$ cat src/hdl/adt_pkg.sv
// Constants, field layout and carrier types for the analog die trim bank
package adt_pkg;

  // Register offsets on the analog die register port
  localparam logic [7:0] ADT_OFS_PROD_TEST = 8'h0e;
  localparam logic [7:0] ADT_OFS_TRIM_ONE = 8'h0f;
  localparam logic [7:0] ADT_OFS_TRIM_TWO = 8'h10;
  localparam logic [7:0] ADT_OFS_TRIM_THREE = 8'h11;

  // Values after reset
  localparam logic [7:0] ADT_RST_PROD_TEST = 8'h00;
  localparam logic [7:0] ADT_RST_TRIM = 8'h00;
  localparam logic [7:0] ADT_READ_ZERO = 8'h00;

  // Field positions in trim register one
  localparam int ADT_DLY_LSB = 6;
  localparam int ADT_RSV_LSB = 4;
  localparam int ADT_REF_LSB = 0;
  // Field positions in trim registers two and three
  localparam int ADT_LOW_LSB = 6;
  localparam int ADT_HIGH_B_LSB = 3;
  localparam int ADT_HIGH_A_LSB = 0;

  // Clock and filter delay figures
  localparam int ADT_CLK_PERIOD_NS = 25;
  localparam int ADT_OC_DELAY0_NS = 950_000;
  localparam int ADT_OC_DELAY1_NS = 536_000;
  localparam int ADT_OC_DELAY2_NS = 234_000;
  localparam int ADT_OC_DELAY3_NS = 78_000;
  localparam int ADT_OC_CYC0 = (ADT_OC_DELAY0_NS + ADT_CLK_PERIOD_NS - 1) / ADT_CLK_PERIOD_NS;
  localparam int ADT_OC_CYC1 = (ADT_OC_DELAY1_NS + ADT_CLK_PERIOD_NS - 1) / ADT_CLK_PERIOD_NS;
  localparam int ADT_OC_CYC2 = (ADT_OC_DELAY2_NS + ADT_CLK_PERIOD_NS - 1) / ADT_CLK_PERIOD_NS;
  localparam int ADT_OC_CYC3 = (ADT_OC_DELAY3_NS + ADT_CLK_PERIOD_NS - 1) / ADT_CLK_PERIOD_NS;
  localparam int ADT_OC_CNT_W = 16;

  // Number of five-percent-step recopy fields, then of all recopy fields
  localparam int ADT_NUM_STEP5 = 4;
  localparam int ADT_NUM_RECOPY = 6;

  // Register port request from the serial link decoder
  typedef struct packed {
    logic wr;
    logic rd;
    logic [7:0] addr;
    logic [7:0] wdata;
  } adt_req_type;

  // Current recopy trim fields as held by the bank
  typedef struct packed {
    logic [1:0] bridge_pair_a_low_sense_trim;
    logic [2:0] bridge_pair_b_high_sense_trim;
    logic [2:0] bridge_pair_a_high_sense_trim;
    logic [1:0] bridge_pair_b_low_sense_trim;
    logic [2:0] high_side_pair_trim;
    logic [2:0] high_side_one_trim;
  } adt_trim_type;

  // Reference trim code to signed percent; undefined codes give no adjustment
  function automatic logic signed [7:0] adt_ref_pct(input logic [3:0] code);
    logic signed [7:0] pct;
    pct = 8'sh00;
    unique case (code)
      4'h1: pct = 8'sd2;
      4'h2: pct = 8'sd4;
      4'h3: pct = 8'sd8;
      4'h4: pct = 8'sd12;
      4'h5: pct = -8'sd2;
      4'h6: pct = -8'sd4;
      4'h7: pct = -8'sd8;
      4'h8: pct = -8'sd12;
      default: pct = 8'sh00;
    endcase
    return pct;
  endfunction : adt_ref_pct

  // Two-bit low-sense recopy code to signed percent
  function automatic logic signed [7:0] adt_low_pct(input logic [1:0] code);
    logic signed [7:0] pct;
    pct = 8'sh00;
    unique case (code)
      2'b00: pct = 8'sh00;
      2'b01: pct = -8'sd10;
      2'b10: pct = 8'sd5;
      2'b11: pct = 8'sd10;
    endcase
    return pct;
  endfunction : adt_low_pct

endpackage : adt_pkg

$ cat src/hdl/adt_trim_bank.sv
// Analog die test and trim register bank with decoded trim outputs
//
// Contract
// - Production test resets zero, never written.
// - Two-bit field selects over-current filter delay.
// - Reset clears delay select: longest delay.
// - Trim one bits five, four read zero.
// - Low nibble trims internal current references.
// - Reset clears current reference trim to zero.
// - Trim two top bits: bridge pair A low.
// - Trim two bits 5:3: bridge pair B high.
// - Trim two bits 2:0: bridge pair A high.
// - Trim three top bits: bridge pair B low.
// - Trim three bits 5:3: high-side pair.
// - Trim three bits 2:0: high-side one.
// - Reset clears all recopy trim fields.
// - Trim two and three read zero.
`timescale 1ns/100ps
module adt_trim_bank #(
  parameter int OC_CYC0 = adt_pkg::ADT_OC_CYC0,
  parameter int OC_CYC1 = adt_pkg::ADT_OC_CYC1,
  parameter int OC_CYC2 = adt_pkg::ADT_OC_CYC2,
  parameter int OC_CYC3 = adt_pkg::ADT_OC_CYC3,
  parameter int CNT_W = adt_pkg::ADT_OC_CNT_W
) (
  input wire logic i_clk_sys,
  input wire logic i_rst,
  input wire adt_pkg::adt_req_type i_req,
  input wire logic i_oc_raw,
  input wire logic i_oc_clear,
  output logic [7:0] o_rd_data,
  output logic o_rd_valid,
  output logic [1:0] o_overcurrent_filter_delay_select,
  output logic [3:0] o_current_reference_trim,
  output adt_pkg::adt_trim_type o_recopy_trim,
  output logic signed [7:0] o_reference_adjust_pct,
  output logic signed [adt_pkg::ADT_NUM_RECOPY-1:0][7:0] o_recopy_adjust_pct,
  output logic o_reserved_code,
  output logic [2:0] o_trim_loaded,
  output logic o_oc_shutdown
);
  import adt_pkg::*;

  // Refuse filter counts that the counter cannot hold
  if (OC_CYC0 < 1 || OC_CYC1 < 1 || OC_CYC2 < 1 || OC_CYC3 < 1) begin : g_chk_min
    $error("filter cycle counts must be at least one");
  end
  if (OC_CYC0 >= 2**CNT_W || OC_CYC1 >= 2**CNT_W || OC_CYC2 >= 2**CNT_W ||
      OC_CYC3 >= 2**CNT_W) begin : g_chk_max
    $error("filter cycle count does not fit the counter width");
  end

  // Stored fields
  logic [1:0] dly_sel_q;
  logic [3:0] ref_trim_q;
  adt_trim_type trim_q;
  logic [2:0] loaded_q;
  logic [7:0] rd_data_q;
  logic rd_valid_q;
  logic signed [7:0] ref_pct_q;
  logic signed [ADT_NUM_RECOPY-1:0][7:0] recopy_pct_q;
  logic reserved_q;
  logic oc_meta_q;
  logic oc_sync_q;

  // Next values
  logic [1:0] dly_sel_d;
  logic [3:0] ref_trim_d;
  adt_trim_type trim_d;
  logic [2:0] loaded_d;
  logic [7:0] rd_data_d;

  // Address decode of the register port
  wire logic hit_test = (i_req.addr == ADT_OFS_PROD_TEST);
  wire logic hit_one = (i_req.addr == ADT_OFS_TRIM_ONE);
  wire logic hit_two = (i_req.addr == ADT_OFS_TRIM_TWO);
  wire logic hit_three = (i_req.addr == ADT_OFS_TRIM_THREE);
  wire logic wr_one = i_req.wr && hit_one;
  wire logic wr_two = i_req.wr && hit_two;
  wire logic wr_three = i_req.wr && hit_three;

  // Production test register has no storage, so a write there has nothing to change
  wire logic wr_test_dropped = i_req.wr && hit_test;

  // Trim register one: delay select is read/write, reserved bits dropped
  assign dly_sel_d = wr_one ? i_req.wdata[ADT_DLY_LSB+:2] : dly_sel_q;
  assign ref_trim_d = wr_one ? i_req.wdata[ADT_REF_LSB+:4] : ref_trim_q;

  // Trim register two: bridge pair fields
  assign trim_d.bridge_pair_a_low_sense_trim = wr_two ?
      i_req.wdata[ADT_LOW_LSB+:2] : trim_q.bridge_pair_a_low_sense_trim;
  assign trim_d.bridge_pair_b_high_sense_trim = wr_two ?
      i_req.wdata[ADT_HIGH_B_LSB+:3] : trim_q.bridge_pair_b_high_sense_trim;
  assign trim_d.bridge_pair_a_high_sense_trim = wr_two ?
      i_req.wdata[ADT_HIGH_A_LSB+:3] : trim_q.bridge_pair_a_high_sense_trim;

  // Trim register three: bridge pair B low sense and high-side fields
  assign trim_d.bridge_pair_b_low_sense_trim = wr_three ?
      i_req.wdata[ADT_LOW_LSB+:2] : trim_q.bridge_pair_b_low_sense_trim;
  assign trim_d.high_side_pair_trim = wr_three ?
      i_req.wdata[ADT_HIGH_B_LSB+:3] : trim_q.high_side_pair_trim;
  assign trim_d.high_side_one_trim = wr_three ?
      i_req.wdata[ADT_HIGH_A_LSB+:3] : trim_q.high_side_one_trim;

  // Which trim registers were written since reset; software has no other view of this
  assign loaded_d = loaded_q | {wr_three, wr_two, wr_one};

  // Read data: reserved and write-only bits return zero
  wire logic [7:0] rd_one = {dly_sel_q, 2'b00, 4'h0};
  assign rd_data_d = !i_req.rd ? rd_data_q :
                     hit_test ? ADT_RST_PROD_TEST :
                     hit_one ? rd_one :
                     (hit_two || hit_three) ? ADT_READ_ZERO :
                     ADT_READ_ZERO;

  // Register storage; reset gives the longest delay and no trim adjustment
  always_ff @(posedge i_clk_sys) begin
    if (i_rst) begin
      dly_sel_q <= ADT_RST_TRIM[ADT_DLY_LSB+:2];
      ref_trim_q <= ADT_RST_TRIM[ADT_REF_LSB+:4];
      trim_q <= '0;
      loaded_q <= 3'h0;
    end else begin
      dly_sel_q <= dly_sel_d;
      ref_trim_q <= ref_trim_d;
      trim_q <= trim_d;
      loaded_q <= loaded_d;
    end
  end

  // Read answer one cycle after the request
  always_ff @(posedge i_clk_sys) begin
    if (i_rst) begin
      rd_data_q <= ADT_READ_ZERO;
      rd_valid_q <= 1'b0;
    end else begin
      rd_data_q <= rd_data_d;
      rd_valid_q <= i_req.rd;
    end
  end

  // Five-percent-step recopy codes in output order
  logic [ADT_NUM_STEP5-1:0][2:0] step5_code;
  logic signed [ADT_NUM_STEP5-1:0][7:0] step5_pct;
  logic [ADT_NUM_STEP5-1:0] step5_rsv;
  assign step5_code[0] = trim_q.bridge_pair_b_high_sense_trim;
  assign step5_code[1] = trim_q.bridge_pair_a_high_sense_trim;
  assign step5_code[2] = trim_q.high_side_pair_trim;
  assign step5_code[3] = trim_q.high_side_one_trim;

  // One decoder per three-bit field
  for (genvar g = 0; g < ADT_NUM_STEP5; g++) begin : g_step5
    adt_recopy_decode u_dec (
      .i_code(step5_code[g]),
      .o_pct(step5_pct[g]),
      .o_reserved(step5_rsv[g])
    );
  end

  // Reserved codes in any field are reported; unlisted reference codes too
  wire logic ref_rsv = (ref_trim_q > 4'h8);
  wire logic any_rsv = ref_rsv || (|step5_rsv);

  // Decoded adjustments, registered so the analog side sees clean levels
  always_ff @(posedge i_clk_sys) begin
    if (i_rst) begin
      ref_pct_q <= 8'sh00;
      recopy_pct_q <= '0;
      reserved_q <= 1'b0;
    end else begin
      ref_pct_q <= adt_ref_pct(ref_trim_q);
      recopy_pct_q[0] <= adt_low_pct(trim_q.bridge_pair_a_low_sense_trim);
      recopy_pct_q[1] <= step5_pct[0];
      recopy_pct_q[2] <= step5_pct[1];
      recopy_pct_q[3] <= adt_low_pct(trim_q.bridge_pair_b_low_sense_trim);
      recopy_pct_q[4] <= step5_pct[2];
      recopy_pct_q[5] <= step5_pct[3];
      reserved_q <= any_rsv;
    end
  end

  // Comparator level is asynchronous; two flops before the filter reads it
  always_ff @(posedge i_clk_sys) begin
    if (i_rst) begin
      oc_meta_q <= 1'b0;
      oc_sync_q <= 1'b0;
    end else begin
      oc_meta_q <= i_oc_raw;
      oc_sync_q <= oc_meta_q;
    end
  end

  // Filter delay taken from the stored select
  adt_oc_filter #(
    .CNT_W(CNT_W),
    .CYC0(OC_CYC0),
    .CYC1(OC_CYC1),
    .CYC2(OC_CYC2),
    .CYC3(OC_CYC3)
  ) u_oc_filter (
    .i_clk_sys(i_clk_sys),
    .i_rst(i_rst),
    .i_level(oc_sync_q),
    .i_sel(dly_sel_q),
    .i_clear(i_oc_clear),
    .o_trip(o_oc_shutdown)
  );

  // Outputs straight from storage
  assign o_rd_data = rd_data_q;
  assign o_rd_valid = rd_valid_q;
  assign o_overcurrent_filter_delay_select = dly_sel_q;
  assign o_current_reference_trim = ref_trim_q;
  assign o_recopy_trim = trim_q;
  assign o_reference_adjust_pct = ref_pct_q;
  assign o_recopy_adjust_pct = recopy_pct_q;
  assign o_reserved_code = reserved_q;
  assign o_trim_loaded = loaded_q;

endmodule : adt_trim_bank

$ cat src/hdl/adt_recopy_decode.sv
// Decoder for one three-bit five-percent-step recopy trim code
`timescale 1ns/100ps
module adt_recopy_decode (
  input wire logic [2:0] i_code,
  output logic signed [7:0] o_pct,
  output logic o_reserved
);
  import adt_pkg::*;

  // Sign from the top bit, magnitude in five-percent steps from the low bits
  wire logic is_positive = i_code[2];
  wire logic [1:0] steps = i_code[1:0];
  wire logic signed [7:0] magnitude = (steps == 2'b00) ? 8'sh00 :
                                     (steps == 2'b01) ? 8'sd5 :
                                     (steps == 2'b10) ? 8'sd10 : 8'sd15;

  // Code 100 is reserved; it is flagged and applies no adjustment
  assign o_reserved = is_positive && (steps == 2'b00);
  assign o_pct = is_positive ? magnitude : -magnitude;

endmodule : adt_recopy_decode

$ cat src/hdl/adt_oc_filter.sv
// Over-current detection filter with selectable delay for the high-side supply
`timescale 1ns/100ps
module adt_oc_filter #(
  parameter int CNT_W = 16,
  parameter int CYC0 = 38000,
  parameter int CYC1 = 21440,
  parameter int CYC2 = 9360,
  parameter int CYC3 = 3120
) (
  input wire logic i_clk_sys,
  input wire logic i_rst,
  input wire logic i_level,
  input wire logic [1:0] i_sel,
  input wire logic i_clear,
  output logic o_trip
);
  import adt_pkg::*;

  logic [CNT_W-1:0] cnt_q;
  logic [CNT_W-1:0] cnt_d;
  logic trip_q;
  logic trip_d;

  // Limit follows the live select, so a shorter delay applies at once
  wire logic [CNT_W-1:0] limit = (i_sel == 2'b00) ? CNT_W'(CYC0) :
                                 (i_sel == 2'b01) ? CNT_W'(CYC1) :
                                 (i_sel == 2'b10) ? CNT_W'(CYC2) : CNT_W'(CYC3);
  wire logic reached = i_level && (cnt_q >= limit - CNT_W'(1));

  // Count consecutive cycles of over-current, saturate at the limit
  assign cnt_d = !i_level ? '0 : (cnt_q >= limit) ? cnt_q : cnt_q + CNT_W'(1);
  // Trip is sticky; a new trip in the clearing cycle wins over the clear
  assign trip_d = reached ? 1'b1 : i_clear ? 1'b0 : trip_q;

  // Filter state
  always_ff @(posedge i_clk_sys) begin
    if (i_rst) begin
      cnt_q <= '0;
      trip_q <= 1'b0;
    end else begin
      cnt_q <= cnt_d;
      trip_q <= trip_d;
    end
  end

  assign o_trip = trip_q;

endmodule : adt_oc_filter

$ cat config.mk
export PLATFORM = sky130hd
export DESIGN_NAME = adt_trim_bank
export DESIGN_NICKNAME = d
export VERILOG_FILES = /design/src/hdl/adt_pkg.sv /design/src/hdl/adt_trim_bank.sv /design/src/hdl/adt_recopy_decode.sv /design/src/hdl/adt_oc_filter.sv
export SDC_FILE = /design/constraint.sdc
export NUM_CORES = 1
export LEC_CHECK = 0
export ABC_CLOCK_PERIOD_IN_PS = 6800
export BUFFER_PORTS_ARGS = -buffer_cell sky130_fd_sc_hd__buf_4
export CORE_MARGIN = 2
export CORE_UTILIZATION = 57
export DETAILED_ROUTE_END_ITERATION = 6
export PLACE_DENSITY = 0.85
export SLEW_MARGIN = 30
export SYNTH_ARGS = -nofsm -noshare
export SYNTH_HDL_FRONTEND = slang
export SYNTH_SLANG_ARGS = --single-unit
$ cat constraint.sdc
create_clock -name i_clk_sys -period 6.8 [get_ports i_clk_sys]
set_input_delay 1.36 -clock i_clk_sys [delete_from_list [all_inputs] [get_ports i_clk_sys]]
set_output_delay 1.36 -clock i_clk_sys [all_outputs]
set_load 0.01 [all_outputs]
# Yosys cells after proc, flatten, opt, wreduce, memory -nomap -nowiden
# Memories as Yosys holds them, arrays and structs flattened. A register that Yosys moved wholly into a read port is not among the register bits.
# Index checks and enable logic that the tools add are counted.
# Widths: inputs -> output; s select.
[word_totals]
ff_bits = 110
mem_bits_ro = 112
input_bits = 22
out_inout_bits = 92
word_cells = 99
n_memories = 1
[classes]
addsub = 6
n_lt_le_gt_ge = 3
n_eq_ne = 20
mux = 25
n_bitwise = 2
n_reduce_logical = 19
[memory_table]
columns = ["memory", "words", "word_bits", "read_ports", "rd_ports_with_merged_regs", "wr", "line", "rtl"]
rows = [
  ["(name not given)", 16, 7, 1, 1, 0, "adt_pkg.sv:62", "unique case (code)"],
]
[op_table]
columns = ["cell", "count"]
rows = [
  ["$mux 8", 14],
  ["$pmux 8 s4", 2],
  ["$ge 16x16->1", 2],
  ["$mux 16", 2],
  ["$neg 8->8", 4],
  ["$eq 2x2->1 const B", 9],
  ["$add 16x1->16 const B", 1],
  ["$eq 8x4->1 const B", 2],
  ["$eq 8x5->1 const B", 2],
  ["$sub 16x1->16 const B", 1],
  ["$eq 2x1->1 const B", 7],
  ["$logic_not 2->1", 7],
  ["$mux 14", 1],
  ["$mux 3", 4],
  ["$logic_and 1x1->1", 8],
  ["$gt 4x4->1 const B", 1],
  ["$reduce_or 4->1", 1],
  ["$or 3x3->3", 1],
  ["$mux 1", 2],
  ["$reduce_bool 2->1", 1],
  ["$reduce_or 2->1", 1],
  ["$logic_or 1x1->1", 1],
  ["$not 1->1", 1],
]

# Logic depth before layout (Yosys ltp)
# Gate-level depths: netlist (run 1).
[logic_depth]
word_depth = 8
ltp_mapped = 11
mapped_depth_nobuf = 9

# Modules after synthesis
# Synthesis (run 1) repeated with hierarchy kept, for this count alone.
[unflattened]
hier_cells = 511
area_unflattened_um2 = 4824.6
[by_module_without_submodules]
columns = ["mod", "n_inst", "cells_per_inst", "area_per_inst_um2", "seq_area_each_um2"]
rows = [
  ["adt_trim_bank", 1, 257, 2793.9, 1541.5],
  ["adt_oc_filter", 1, 182, 1500.2, 340.3],
  ["adt_recopy_decode", 4, 18, 132.6, 0.0],
]

# Least setup slack after synthesis (run 1)
# Ideal clock, no wire load.
[synth_timing]
path_type = "input-to-reg"
startpoint = "input i_req[17] in the netlist's numbering"
endpoint = "register trim_q (netlist bit o_recopy_trim[3])"
setup_ns = 0.128
arrival_time_ns = 2.395
t_required_ns = 6.672
path_slack_ns = 4.277
cell_stages = 5
n_path_buf = 1
path_cell_list = "clkbuf_1 -> nand4_1 -> nor2_2 -> mux2i_1 -> nor2_1"
[synth_between]
elab_chain_len = 1
[synth_lines]
columns = ["item", "line", "rtl"]
rows = [
  ["start, declared", "adt_trim_bank.sv:28", "input wire adt_pkg::adt_req_type i_req,"],
  ["$logic_and 1x1->1", "adt_trim_bank.sv:80", "wire logic wr_three = i_req.wr && hit_three;"],
  ["end signal, assigned", "adt_trim_bank.sv:126", "trim_q <= trim_d;"],
  ["end, declared", "adt_trim_bank.sv:56", "adt_trim_type trim_q;"],
]
# Every way passes these cells.
# A chain may end at the register's enable or synchronous reset.

# Final worst setup path (run 1)
[layout_timing]
startpoint = "register dly_sel_q[1] (netlist: o_overcurrent_filter_delay_select[1])"
endpoint = "register u_oc_filter.cnt_q[12]"
[layout_between]
elab_chain_len = 5
word_cells_on_any_way = 7
classes_between = "1 x order compare; 2 x eq/ne; 3 x mux; 1 x reduce/logical"
[layout_lines]
columns = ["item", "line", "rtl"]
rows = [
  ["start, declared", "adt_trim_bank.sv:54", "logic [1:0] dly_sel_q;"],
  ["start signal, assigned", "adt_trim_bank.sv:119", "dly_sel_q <= ADT_RST_TRIM[ADT_DLY_LSB+:2];"],
  ["start signal, assigned", "adt_trim_bank.sv:124", "dly_sel_q <= dly_sel_d;"],
  ["$eq 2x2->1", "adt_oc_filter.sv:27", "(i_sel == 2'b10) ? CNT_W'(CYC2) : CNT_W'(CYC3);"],
  ["$mux 14", "adt_oc_filter.sv:27", ""],
  ["$mux 16", "adt_oc_filter.sv:26", "(i_sel == 2'b01) ? CNT_W'(CYC1) :"],
  ["$mux 16 *", "adt_oc_filter.sv:25", "wire logic [CNT_W-1:0] limit = (i_sel == 2'b00) ? CNT_W'(CYC0) :"],
  ["$ge 16x16->1 *", "adt_oc_filter.sv:31", "assign cnt_d = !i_level ? '0 : (cnt_q >= limit) ? cnt_q : cnt_q + CNT_W'(1);"],
  ["end signal, assigned", "adt_oc_filter.sv:41", "cnt_q <= cnt_d;"],
  ["end, declared", "adt_oc_filter.sv:19", "logic [CNT_W-1:0] cnt_q;"],
]
# Every way passes the cells marked *; elsewhere a longest branch is shown, timed or not.

==> results of run 1 <==
-- power groups by stage --
stage                     Combinational (mW)  Clock (mW)  Sequential [mW]
after global placement                0.0272           0            0.493
after CTS                             0.0283       0.326            0.482
after global routing                  0.0311       0.348            0.482
after floorplan                       0.0157           0            0.494
after detailed placement              0.0280           0            0.493
final                                 0.0287       0.324            0.482
-- cell type report --
| type | instances | area (µm²) | share of cell area, % |
|---|---|---|---|
| Clock buffer | 10 | 128 | 2.46 |
| Inverter | 32 | 120 | 2.32 |
| Clock inverter | 6 | 51.3 | 0.989 |
| Sequential cell | 82 | 1640 | 31.7 |
| Tap cell | 99 | 124 | 2.39 |
| Multi-Input combinational cell | 326 | 2310 | 44.6 |
| Timing Repair Buffer | 108 | 811 | 15.6 |
-- cell families (layout without fill, tap and decap cells) --
kind of cell,Yosys count,after routing,synth area share (%)
AOI/OAI and AO/OA,92,92,13.7
DFF,82,82,37.7
adders and majority gates,63,63,18.1
other,1,7,0.0861
muxes,8,8,1.84
buffers and inverters,80,156,9.72
and+or+nand+nor,156,156,18.8
-- critical path, stage by stage, from the launching register on --
cell       delay [ps]
dfxtp_1           390
inv_1             140
ha_1              240
inv_1             170
ha_1              350
nor4bb_1          440
o2111ai_2         200
a2111oi_4         310
buf_4             340
or4_1             190
a21oi_1            80
-- per-layer routing --
metal  GRT usage (%)  share of wire, %
met5               0                 0
met4            9.85               2.4
met3            5.81               6.4
met2            42.6                49
met1            30.5                42
-- worst paths after layout --
path	from	endpoint	slack [ps]	cells after the start
max	o_overcurrent_filter_delay_select[1]	u_oc_filter.cnt_q[12]	3830	10
min reg2reg	oc_meta_q	oc_sync_q	450	1
max reg2reg	o_overcurrent_filter_delay_select[1]	u_oc_filter.cnt_q[12]	3830	10
min	oc_meta_q	oc_sync_q	450	1
-- synthesized netlist by cell type, types with 4 or more instances --
master,number,area share [%]
o31ai_1,12,2.1
a21oi_1,49,5.6
nor2_1,31,2.7
dfxtp_1,82,38
or4_1,12,2.1
nor3_1,13,1.5
nand2_1,34,2.9
nand4_1,7,1.0
mux2i_1,8,1.8
o22a_1,4,0.80
inv_1,32,2.8
nor2b_1,13,1.9
clkbuf_1,13,1.1
nand2b_1,14,2.0
and3_1,4,0.57
ha_1,63,18
nand3_1,14,1.6
buf_4,28,4.8
-- sequential cells by signal (all words and copies together) (netlist names) --
register,cells
o_reference_adjust_pct,4
u_oc_filter.o_trip,1
o_current_reference_trim,4
oc_sync_q,1
o_trim_loaded,3
o_recopy_trim,16
o_recopy_adjust_pct,30
oc_meta_q,1
o_rd_valid,1
o_rd_data,2
o_overcurrent_filter_delay_select,2
o_reserved_code,1
u_oc_filter.cnt_q,16
-- metrics by stage --
step | hold WS [ps] | instance area, µm² | cells | util [%]
2_1_floorplan | 414 | 4380 | 488 | -
6_report | 448 | 5190 | 663 | 70.7
3_5_place_dp | 435 | 5010 | 647 | 68.3
5_1_grt | 472 | 5190 | 663 | 70.7
3_3_place_gp | 423 | 5010 | 647 | 68.3
4_1_cts | 454 | 5190 | 663 | 70.7
==> results.cfg, run 1 <==
[timing]
slew_viol_final = 0
layout_min_cycle_time_ps = 2970
rsz0062_at_grt = no
min_period_over_period_pct = 43.7
setup_tns_ps = 0
skew_ps = 14.4
max-slew-margin-rel_pct = 54.4
setup_viol = 0
max_slew.worst_pin.slew_ps = 684
setup_ws_ps = 3830
hold_viol_final = 0
fmax_mhz = 336

[layout]
n_antenna_cell = 0
drive_gt1_share_pct = 22.5
fillerInstances = 558
nets = 644
final_common_cell = buf_4
area_growth_pct = 19.1
layout_common_cells = 108 x buf_4, 82 x dfxtp_1, 63 x ha_1

[grt]
grt_pass1_wl_um = 16900
antenna_found_initial = 0
grt_usage_pct = 25.0
grt_pass1_vias = 3493
grt_overflow = 0
grt_max_degree = 69

[cts]
ctsResizeCount = 0
cts_hold_buf = 0
tritoncts = built
clock_path_buffers = 2
cts.sink_count = 82
insertion_delay_ps = 360
clockRootBuffer = clkbuf_8
htree_levels = 3
cts_buffers = 9
clk_pin_slew_ps = 90
postCtsSetupBuffers = 0

[pwr]
p_comb_share_pct = 3.4
vdd_ir_drop_max_mv = 0.138
p_switching_mw = 0.205
p_sw_share_pct = 24.6
pwr-share-seq_pct = 57.7
p_int_mw = 0.630
clkPwrFrac_pct = 38.8
p_leak_nw = 2.23
p_per_area_mw_per_mm2 = 161
power_mw = 0.835

[placement]
port_buffers = 106
dp_hpwl_um = 7540
gp_congestion = 0.819
dp_slack_ps = 3890

[synthesis]
async_flop_share_pct = 0
yosysSeqAreaShare_pct = 37.7
syn_area_mm2 = 0.00435
synthFlopType = dfxtp_1
synthCells = 482
synth_edf_count = 0
synth_cell_type_count = 48
synth.ff_latch_count = 82
yosys_warnings = 0
syn_avg_cell_area_um2 = 9.03

[worst_hold_path]
min_path_type = reg2reg

[floorplanning]
dieArea_mm2 = 0.00835
initial_core_util_pct = 59.4
die_h_um = 91.4
num_rows = 31
core_mm2 = 0.00733
top_level_ports = 114
dieWidth_um = 91.4

[route]
drc = 0
postRouteAntennaNets = 0
drt-initial-drc-count = 268
num_vias = 3673
routed_wl_um = 10300
avgRoutedWirePerCell_um = 15.5
vias_per_cell = 5.54
first_pass_iters = 5

[setup_path]
worstSetupStartpointType = register
worstSetupPathType = reg2reg
crit_arrival_ps = 3200
cp-end-kind = register
worst-path-max-fanout = 32
required_ps = 7020

[run_status]
status = finished, final reports clean

[flow_run]
cap_viol_max_count = 0
No activity file was read; power rests on OpenSTA's default activity.
==> inputs of run 2 (changes only) <==
--- a/config.mk
+++ b/config.mk
@@ -5,12 +5,12 @@
 export SDC_FILE = /design/constraint.sdc
 export NUM_CORES = 1
 export LEC_CHECK = 0
-export ABC_CLOCK_PERIOD_IN_PS = 6800
+export ABC_CLOCK_PERIOD_IN_PS = 2900
 export BUFFER_PORTS_ARGS = -buffer_cell sky130_fd_sc_hd__buf_4
 export CORE_MARGIN = 2
-export CORE_UTILIZATION = 57
+export CORE_UTILIZATION = 53
 export DETAILED_ROUTE_END_ITERATION = 6
-export PLACE_DENSITY = 0.85
+export PLACE_DENSITY = 0.8
 export SLEW_MARGIN = 30
 export SYNTH_ARGS = -nofsm -noshare
 export SYNTH_HDL_FRONTEND = slang
==> constraint.sdc (replaced) <==
create_clock -name i_clk_sys -period 2.9 [get_ports i_clk_sys]
set_input_delay 0.58 -clock i_clk_sys [delete_from_list [all_inputs] [get_ports i_clk_sys]]
set_output_delay 0.58 -clock i_clk_sys [all_outputs]
set_load 0.01 [all_outputs]
==> run 2 against run 1 <==
- clock skew fell by 5.8 ps
- register-to-register slack got worse by 3500 ps
- worst hold slack got worse by 2.0 ps
- non-clock buffer count rose by 4
- global-route usage fell by 2.7 points
- via count fell by 0.44%
- sequential share of layout area fell by 0.44 points
- critical endpoint is now u_oc_filter.cnt_q[7]
- largest cell class unchanged
- highest routed layer unchanged
==> results.cfg, run 2 (same netlist as run 1, synthesis figures left out) <==
[floorplanning]
dieArea_mm2 = 0.00895
core_mm2 = 0.00809
die_h_um = 94.6
top_level_ports = 114
initial_core_util_pct = 53.8
dieWidth_um = 94.6
num_rows = 33

[cts]
cts_hold_buf = 0
clk_pin_slew_ps = 80
clock_path_buffers = 2
clockRootBuffer = clkbuf_8
cts.sink_count = 82
cts_buffers = 9
insertion_delay_ps = 350
ctsResizeCount = 0
tritoncts = built
postCtsSetupBuffers = 0
htree_levels = 3

[route]
num_vias = 3657
first_pass_iters = 4
drt-initial-drc-count = 209
vias_per_cell = 5.43
drc = 0
avgRoutedWirePerCell_um = 14.8
postRouteAntennaNets = 0
routed_wl_um = 9970

[pwr]
p_int_mw = 1.58
p_comb_share_pct = 3.3
power_mw = 2.04
p_leak_nw = 2.28
p_per_area_mw_per_mm2 = 388
pwr-share-seq_pct = 55.4
p_switching_mw = 0.459
vdd_ir_drop_max_mv = 0.271
clkPwrFrac_pct = 41.3
p_sw_share_pct = 22.5

[setup_path]
reg2regPathDepth = 10
crit_arrival_ps = 2860
cp_top_family = simple AND/OR/NAND/NOR gates
max_stage_delay_ps = 510
worstPathCellList = inv_1, ha_1, nor2_1, ha_1, a21o_1, a21oi_1, a2111oi_4, buf_12, or4_1, a21oi_1
critPathBufInv = 2
worst-path-max-fanout = 32
worstSetupStartpointType = register
required_ps = 3160
cp-end-kind = register
path_depth = 10
worstSetupPathType = reg2reg
slowest_stage = or4_1

[run_status]
status = finished, final reports clean

[grt]
grt_most_used_layer = met2
grt_usage_pct = 22.3
grt_pass1_vias = 3371
grt_use_met1_pct = 27.7
antenna_found_initial = 0
met2_usage_pct = 37.4
grt_max_degree = 38
grt_pass1_wl_um = 15700
grt_overflow = 0
grtUsageMet3_pct = 5.91

[placement]
gp_congestion = 0.873
port_buffers = 106
dp_cells = 657
dp_hpwl_um = 7520

[layout]
layout_common_cells = 111 x buf_4, 82 x dfxtp_1, 63 x ha_1
fin_util_pct = 65.0
final_common_cell = buf_4
n_antenna_cell = 0
nets = 648
stdcell_count = 673
regArea_mm2 = 0.00164
largest_reg_flops = 30
area_growth_pct = 20.8
drive_gt1_share_pct = 23.2
fillerInstances = 696
multi_input_area_mm2 = 0.00231

[worst_hold_path]
min_path_cells = 2
min_path_type = in2reg

[timing]
min_period_over_period_pct = 89.4
max_slew.worst_pin.slew_ps = 620
holdWs_ps = 446
hold_viol_final = 0
setup_viol = 0
fmax_mhz = 386
slew_viol_final = 0
max-slew-margin-rel_pct = 57.6
skew_ps = 8.60
rsz0062_at_grt = no
setup_tns_ps = 0
layout_min_cycle_time_ps = 2590

[flow_run]
cap_viol_max_count = 0
==> run 2: worst paths after layout <==
| path | to | from | slack (ps) |
|---|---|---|---|
| setup / recovery | u_oc_filter.cnt_q[7] | o_overcurrent_filter_delay_select[0] | 310 |
| hold / removal | oc_meta_q | i_oc_raw | 450 |
| setup reg to reg | u_oc_filter.cnt_q[7] | o_overcurrent_filter_delay_select[0] | 310 |
| hold reg to reg | oc_sync_q | oc_meta_q | 450 |
==> run 2: power groups by stage <==
stage | clock network (mW) | logic (mW) | registers, mW
floorplan | 0 | 0.0368 | 1.16
global placement | 0 | 0.0648 | 1.16
detailed placement | 0 | 0.0666 | 1.16
CTS | 0.849 | 0.0671 | 1.13
global route | 0.899 | 0.0746 | 1.13
finish | 0.842 | 0.0671 | 1.13
==> run 2: layer usage <==
metal / part of all wire (%) / up-vias
li1: - / 1794
met1: 42 / 1738
met5: 0 / -
met3: 7.6 / 14
met2: 49 / 111
met4: 1.4 / 0
==> run 2: cell type report <==
class | count | share of cell area (%)
Clock buffer | 10 | 2.62
Clock inverter | 6 | 1.24
Inverter | 32 | 2.28
Multi-Input combinational cell | 326 | 43.9
Sequential cell | 82 | 31.2
Tap cell | 105 | 2.50
Timing Repair Buffer | 112 | 16.2
==> run 2: per-stage QoR <==
stage / area, µm² / setup slack [ps]
after global placement: 5060 / 441
after CTS: 5260 / 289
after detailed placement: 5060 / 314
after global routing: 5260 / 170
after floorplan: 4380 / 390
final: 5260 / 306
